$ cat config.mk
export PLATFORM = sky130hd
export DESIGN_NAME = wpc_ctrl
export DESIGN_NICKNAME = d
export VERILOG_FILES = /design/src/rtl/wpc_pkg.sv /design/src/rtl/wpc_timer.sv /design/src/rtl/wpc_ctrl.sv
export SDC_FILE = /design/constraint.sdc
export NUM_CORES = 1
export LEC_CHECK = 0
export ABC_CLOCK_PERIOD_IN_PS = 2820
export BUFFER_PORTS_ARGS = -buffer_cell sky130_fd_sc_hd__buf_2
export CORE_MARGIN = 5
export CORE_UTILIZATION = 40
export DETAILED_ROUTE_END_ITERATION = 16
export HOLD_SLACK_MARGIN = 0.08
export PLACE_DENSITY = 0.56
export SLEW_MARGIN = 15
export SYNTH_ARGS = -nofsm -noshare
export SYNTH_HDL_FRONTEND = slang
export SYNTH_SLANG_ARGS = --single-unit
$ cat constraint.sdc
create_clock -name clk -period 2.82 [get_ports clk]
set_input_delay 0.141 -clock clk [delete_from_list [all_inputs] [get_ports clk]]
set_output_delay 0.141 -clock clk [all_outputs]
set_load 0.05 [all_outputs]
$ cat src/rtl/wpc_pkg.sv
package wpc_pkg;
  // ==========================================
  // mode field and power-down bits
  localparam int         WAKE_MODE_LSB   = 1;
  localparam int         WAKE_MODE_W     = 3;
  localparam logic [2:0] WAKE_MODE_EDGE  = 3'h4;
  localparam int         PD_EN_BIT       = 3;
  localparam int         PD_CMD_BIT      = 0;
  // ==========================================
  // timing
  localparam longint     CLK_HZ          = 25000000;
  localparam longint     OFF_DELAY_MS    = 2000;
  localparam longint     STARTUP_NS      = 5000;
  localparam longint     FUSE_MS         = 12;
  localparam longint     CLK_NS          = 40;
  localparam longint     OFF_DELAY_CYC   = OFF_DELAY_MS * (CLK_HZ / 1000);
  localparam longint     STARTUP_CYC     = (STARTUP_NS + CLK_NS - 1) / CLK_NS;
  localparam longint     FUSE_CYC        = FUSE_MS * (CLK_HZ / 1000);
  localparam int         CNT_W           = 32;
  typedef enum logic [2:0] {WPC_OFF, WPC_START, WPC_ON, WPC_HOLD, WPC_THERM} wpc_state_t;
endpackage

$ cat src/rtl/wpc_timer.sv
`timescale 1ns/100ps
// down counter: load on start, done pulses when expiring
module wpc_timer (
  // clock
  input  wire logic                    clk,
  input  wire logic                    srst,
  input  wire logic                    ce,
  // control
  input  wire logic                    start,
  input  wire logic                    stop,
  input  wire logic [wpc_pkg::CNT_W-1:0] load,
  // status
  output logic                         busy,
  output logic                         done
);
  typedef struct packed {
    logic [wpc_pkg::CNT_W-1:0] cnt;
    logic                      busy;
    logic                      done;
  } wpc_tmr_t;
  wpc_tmr_t st_reg, st_next;

  always_comb begin
    st_next      = st_reg;
    st_next.done = 1'b0;
    if (stop) begin
      st_next.busy = 1'b0;
    end else if (start) begin
      st_next.cnt  = load;
      st_next.busy = 1'b1;
    end else if (st_reg.busy) begin
      if (st_reg.cnt <= 32'h1) begin
        st_next.busy = 1'b0;
        st_next.done = 1'b1;
      end else begin
        st_next.cnt = st_reg.cnt - 32'h1;
      end
    end
  end

  always_ff @(posedge clk) begin
    if (srst) begin
      st_reg <= '0;
    end else if (ce) begin
      st_reg <= st_next;
    end
  end

  assign busy = st_reg.busy;
  assign done = st_reg.done;
endmodule

$ cat src/rtl/wpc_ctrl.sv
`timescale 1ns/100ps
// Function
// default mode: wake above on-threshold powers the device on
// default mode: power off two seconds after shutdown output released
// start-up takes five microseconds before monitoring becomes active
// mode field value 100 (bits 3:1) selects rising-edge wake
// edge mode: wake input falling low keeps the device powered
// edge mode: only software power-down or battery loss powers down; over-temperature also powers down
// software power-down enable bit, 0 enables, 1 disables
// power-down command bit 1 with enable powers the device down; the code acts on it only in edge mode, in the on state
// fuse programming finishes within 12 ms per register
// over-temperature shuts down, resumes automatically when clear
// power-down command while disabled has no effect
module wpc_ctrl #(
  parameter longint OFF_DELAY_CYC = wpc_pkg::OFF_DELAY_CYC,
  parameter longint FUSE_CYC      = wpc_pkg::FUSE_CYC
) (
  // clock
  input  wire logic       clk,
  input  wire logic       srst,
  input  wire logic       ce,
  // monitor comparators
  input  wire logic       wake_above_on,
  input  wire logic       wake_below_off,
  input  wire logic       battery_present,
  input  wire logic       over_temp,
  input  wire logic       shutdown_out_n,
  // configuration
  input  wire logic [3:0] wake_off_threshold,
  input  wire logic [7:0] sw_ctrl_cfg,
  input  wire logic [7:0] pd_cmd,
  input  wire logic       pd_cmd_wr,
  input  wire logic       fuse_start,
  // status
  output logic            regulator_en,
  output logic            monitor_active,
  output logic            edge_mode,
  output logic            fuse_busy,
  output logic            fuse_done
);
  typedef struct packed {
    wpc_pkg::wpc_state_t state;
    logic                shutdown_out_seen;
    logic                reg_en;
    logic                mon_act;
    logic [wpc_pkg::CNT_W-1:0] pwr_cyc;
    logic [wpc_pkg::CNT_W-1:0] fuse_cyc;
  } wpc_ctrl_st_t;
  wpc_ctrl_st_t st_reg, st_next;

  logic start_tmr, off_tmr_start, off_tmr_stop, off_busy, off_done, st_done, st_busy;
  logic pd_req;

  function automatic logic is_edge_mode(input logic [3:0] thr);
    return thr[wpc_pkg::WAKE_MODE_LSB +: wpc_pkg::WAKE_MODE_W] == wpc_pkg::WAKE_MODE_EDGE;
  endfunction

  // ==========================================
  // software power-down request
  assign pd_req = pd_cmd_wr && pd_cmd[wpc_pkg::PD_CMD_BIT]
                  && !sw_ctrl_cfg[wpc_pkg::PD_EN_BIT];

  // ==========================================
  // state machine
  always_comb begin
    st_next       = st_reg;
    start_tmr     = 1'b0;
    off_tmr_start = 1'b0;
    off_tmr_stop  = 1'b0;
    unique case (st_reg.state)
      wpc_pkg::WPC_OFF: begin
        if (battery_present && wake_above_on && !over_temp) begin
          st_next.state = wpc_pkg::WPC_START;
          start_tmr     = 1'b1;
        end
      end
      wpc_pkg::WPC_START: begin
        if (st_done) begin
          st_next.state = wpc_pkg::WPC_ON;
        end
      end
      wpc_pkg::WPC_ON: begin
        if (is_edge_mode(wake_off_threshold)) begin
          if (pd_req) begin
            st_next.state = wpc_pkg::WPC_OFF;
          end
        end else if (wake_below_off) begin
          st_next.state     = wpc_pkg::WPC_HOLD; // only default mode enters hold from here
          st_next.shutdown_out_seen = 1'b0;
        end
      end
      wpc_pkg::WPC_HOLD: begin
        // delay starts only once the shutdown output is released high
        if (!st_reg.shutdown_out_seen && shutdown_out_n) begin
          st_next.shutdown_out_seen = 1'b1;
          off_tmr_start     = 1'b1;
        end
        if (wake_above_on) begin
          st_next.state = wpc_pkg::WPC_ON;
          off_tmr_stop  = 1'b1;
        end else if (off_done) begin
          st_next.state = wpc_pkg::WPC_OFF;
        end
      end
      wpc_pkg::WPC_THERM: begin
        if (!over_temp) begin
          st_next.state = wpc_pkg::WPC_START;
          start_tmr     = 1'b1;
        end
      end
      default: st_next.state = wpc_pkg::WPC_OFF;
    endcase
    // battery loss overrides every state, over-temperature every state but off
    if (!battery_present) begin
      st_next.state = wpc_pkg::WPC_OFF;
      off_tmr_stop  = 1'b1;
    end else if (over_temp && st_reg.state != wpc_pkg::WPC_OFF) begin
      st_next.state = wpc_pkg::WPC_THERM;
      off_tmr_stop  = 1'b1;
    end
    st_next.reg_en  = st_next.state != wpc_pkg::WPC_OFF && st_next.state != wpc_pkg::WPC_THERM;
    st_next.mon_act = st_next.state == wpc_pkg::WPC_ON || st_next.state == wpc_pkg::WPC_HOLD;
    // cycle counters for the checks: pwr_cyc saturates at STARTUP_CYC while powered, fuse_cyc clears when not busy
    if (!st_reg.reg_en) begin
      st_next.pwr_cyc = '0;
    end else if (st_reg.pwr_cyc < wpc_pkg::CNT_W'(wpc_pkg::STARTUP_CYC)) begin
      st_next.pwr_cyc = st_reg.pwr_cyc + 32'h1;
    end
    st_next.fuse_cyc = fuse_busy ? st_reg.fuse_cyc + 32'h1 : '0;
  end

  always_ff @(posedge clk) begin
    if (srst) begin
      st_reg <= '{state: wpc_pkg::WPC_OFF, default: '0};
    end else if (ce) begin
      st_reg <= st_next;
    end
  end

  // ==========================================
  // timers: one shared start-up/fuse timer would clash, so three
  wpc_timer u_start (
    .clk  (clk),
    .srst (srst),
    .ce   (ce),
    .start(start_tmr),
    .stop (1'b0),
    .load (wpc_pkg::CNT_W'(wpc_pkg::STARTUP_CYC)),
    .busy (st_busy),
    .done (st_done)
  );
  wpc_timer u_off (
    .clk  (clk),
    .srst (srst),
    .ce   (ce),
    .start(off_tmr_start),
    .stop (off_tmr_stop),
    .load (wpc_pkg::CNT_W'(OFF_DELAY_CYC)),
    .busy (off_busy),
    .done (off_done)
  );
  // fuse busy window; new starts while busy are ignored
  wpc_timer u_fuse (
    .clk  (clk),
    .srst (srst),
    .ce   (ce),
    .start(fuse_start && !fuse_busy),
    .stop (1'b0),
    .load (wpc_pkg::CNT_W'(FUSE_CYC)),
    .busy (fuse_busy),
    .done (fuse_done)
  );

  assign regulator_en   = st_reg.reg_en;
  assign monitor_active = st_reg.mon_act;
  assign edge_mode      = is_edge_mode(wake_off_threshold);
endmodule

==> results.md <==
- Top FF cell, synth: dfxtp_1
- WS Path Type: reg -> reg
- Crit path cell chain: or4_2 > buf_4 > or3_2 > or4_1 > or4_1 > a21oi_1
- Setup TNS: 0 ns
- Top-Level Pins: 35
- Post-synth EDFFs: 0
- Endpoint class of the critical path: flop
- First-pass GRT wire length: 28300 microns
- Area delta synth->final: 13.7%
- CTS tree: built
- Largest net degree at the start of global routing: 32
- Fin util: 0.464
- CP Launch Type: flop
- Ys Warns: 0
- Wirelength per Cell: 17.4 microns
- Iter 0 DRT Violations: 397
- Asr flop ratio synth: 0
- Max-slew violation count: 0
- Min-Delay Path Class: in -> reg
- Final setup vio count: 0
- CTS Buf Count: 9
- Worst path top cell family by delay: simple AND/OR/NAND/NOR gates
- Final net count: 826
- CP bufs+invs: 1
- DP HPWL: 11600 microns
- Highest clock rate: 365 MHz
- Via count: 6150
- Vias per cell: 6.26
- CTS root buf: clkbuf_16
- Antenna Cells: 0
- # rows: 45
- I/O Buffers: 19
- Fin crit period: 2.74 ns
- Period utilization: 0.972
- Worst Skew: 0.00637 ns
- P_leak: 2.65 nW
- Post-synth top cells: 108 x dfxtp_1, 78 x nand2_1, 55 x a21oi_1
- Slew margin rel.: 0.534
- Synthesized instance count: 760
- Pwr Density: 879 mW/mm^2
- Placed cell area: 0.00667 sq mm
- Postcts setup bufs: 0
- Worst-Margin Slew: 0.698 ns
- Initial Util: 0.408
- CTS Sinks: 108
- Fin area: 0.00702 sq mm
- Final ANT Viol Nets: 0
- VDD IR max: 756 uV
- Clk Latency, worst-skew pair: 0.36 ns
- Post-synth top area share: 0.350
- Worst path max stage delay: 0.67 ns
- Max cap viols: 0
- Syn avg cell area: 8.13 sq um
- CTS clk-pin slew, worst paths: 0.07 ns
- Die Width: 134 microns
- Sequential cell area fraction in the yosys report: 0.350
- Share of layout cells above drive strength 1: 0.165
- Total track usage: 0.189
- Post-Layout Cell Count: 983
- #FFs+latches synth: 108
- Max Root-Sink Buffers: 2
- Ranking of synthesized cells by area: dfxtp_1 35%, or4_1 5.2%, mux2i_1 5.0%
- Status: completed
- Cell mode on critical path: or4_1
- Synthesized area: 0.00618 sq mm
- CP Max Fanout: 5
- Final hold violation count: 0
- DRC: 0
- Core area: 0.0151 sq mm
- Detailed Route WL: 17100 microns
- Dpl cells: 965
- Initial antenna violation count: 0
- Vias in the first global route: 5690
- Die Span Y: 134 microns
- Post-synth top area cell: dfxtp_1
- H-tree depth reported by CTS: 3
- Pre-Repair DR Iteration Count: 7
- Grt total ovfl: 0
- Gpl congestion: 0.831
- Yosys cell types: 67
- Most common cell in the netlist: dfxtp_1
- Unrepaired setup endpoints after global routing: false
- Critical Path AT: 3.03 ns
- Syn nets: 796
- Total power: 0.00617 W
- Die area: 0.0180 sq mm
- Crit path required time: 3.11 ns
- Crit path max-delay cell type: or4_2
==> final cells by class <==
type | instances | area (sq um)
fillers | 1501 | 8120
well taps | 188 | 235
repair buffers | 67 | 460
clock buffers | 10 | 239
inverters | 17 | 63.8
multi-input cells | 587 | 3770
clock inverters | 6 | 86.3
flip-flops and latches | 108 | 2160
==> per-stage QoR <==
| stage | hold slack [ns] | setup slack (ns) |
|---|---|---|
| 2_1_floorplan | 0.302 | 0.113 |
| 3_3_place_gp | 0.445 | 0.0394 |
| 3_5_place_dp | 0.453 | 0.0491 |
| 4_1_cts | 0.0938 | 0.0291 |
| 5_1_grt | 0.0998 | 0.00530 |
| 6_report | 0.104 | 0.0799 |
==> path summary, 6_finish.rpt <==
kind                              startpoint                               to  slack [ns]  cells after the start
min reg2reg        u_start.done$_SDFFE_PP0P_        u_start.done$_SDFFE_PP0P_        0.46                      2
max reg2reg  u_start.st_reg[15]$_SDFFE_PP0P_  u_start.st_reg[22]$_SDFFE_PP0P_        0.08                      6
max          u_start.st_reg[15]$_SDFFE_PP0P_  u_start.st_reg[22]$_SDFFE_PP0P_        0.08                      6
min                           shutdown_out_n          st_reg[66]$_SDFFE_PP0P_        0.10                      3
==> cells in the final DEF, fill, tap and decap left out, types with 5 or more instances in the layout <==
cell type / count
a2111o_1: 6
a2111oi_0: 7
a211oi_1: 7
a21oi_1: 55
a311oi_1: 6
a31oi_1: 13
and3_1: 6
buf_2: 19
buf_4: 46
clkbuf_16: 9
dfxtp_1: 108
ha_1: 6
inv_1: 15
mux2i_1: 31
nand2_1: 78
nand2b_1: 18
nand3_1: 22
nand3b_1: 7
nand4_1: 18
nand4b_1: 5
nor2_1: 41
nor3_1: 31
nor3b_1: 5
nor4_1: 27
o2111ai_1: 5
o21ai_0: 18
o31a_1: 5
o31ai_1: 23
o41ai_1: 7
or2_2: 19
or3_1: 15
or3_2: 7
or4_1: 41
==> metal layers <==
layer | track usage | vias up | part of all wire | routed length, microns
met1 | 0.251 | 2989 | 0.47 | 8060
li1 | - | 3003 | - | -
met2 | 0.304 | 132 | 0.47 | 7970
met4 | 0.0611 | 0 | 0.018 | 308
met3 | 0.0431 | 26 | 0.043 | 739
met5 | 0 | - | 0 | 0
==> kinds of logic (layout without fill, tap and decap cells) <==
family / count (synthesis) / after routing / share of synthesized area
and+or+nand+nor: 360 / 360 / 0.328
AOI/OAI and AO/OA: 189 / 189 / 0.215
DFF: 108 / 108 / 0.350
buffers and inverters: 65 / 100 / 0.0423
muxes: 31 / 31 / 0.0502
adders and majority gates: 6 / 6 / 0.0122
xor gates and xnor gates: 1 / 1 / 0.00142
==> tightest hold or removal path, cell delays in order <==
cell and delay [ns]:
buf_2 0.11, nand4_1 0.09, a21oi_1 0.07
==> power breakdown <==
part,switching (W),total (W),internal [W]
clock network,0.000602,0.00141,0.000804
registers,0.000152,0.00183,0.00168
logic,0.00182,0.00294,0.00112
total,0.00257,0.00617,0.00360
==> timing repair <==
item                                   4_1_cts  5_1_grt
endpoints found under the hold margin        1        0
setup endpoints to repair                    0        7
hold buffers                                 2        0
resized for setup                            0        2
Power figures use the tool's default switching activity.
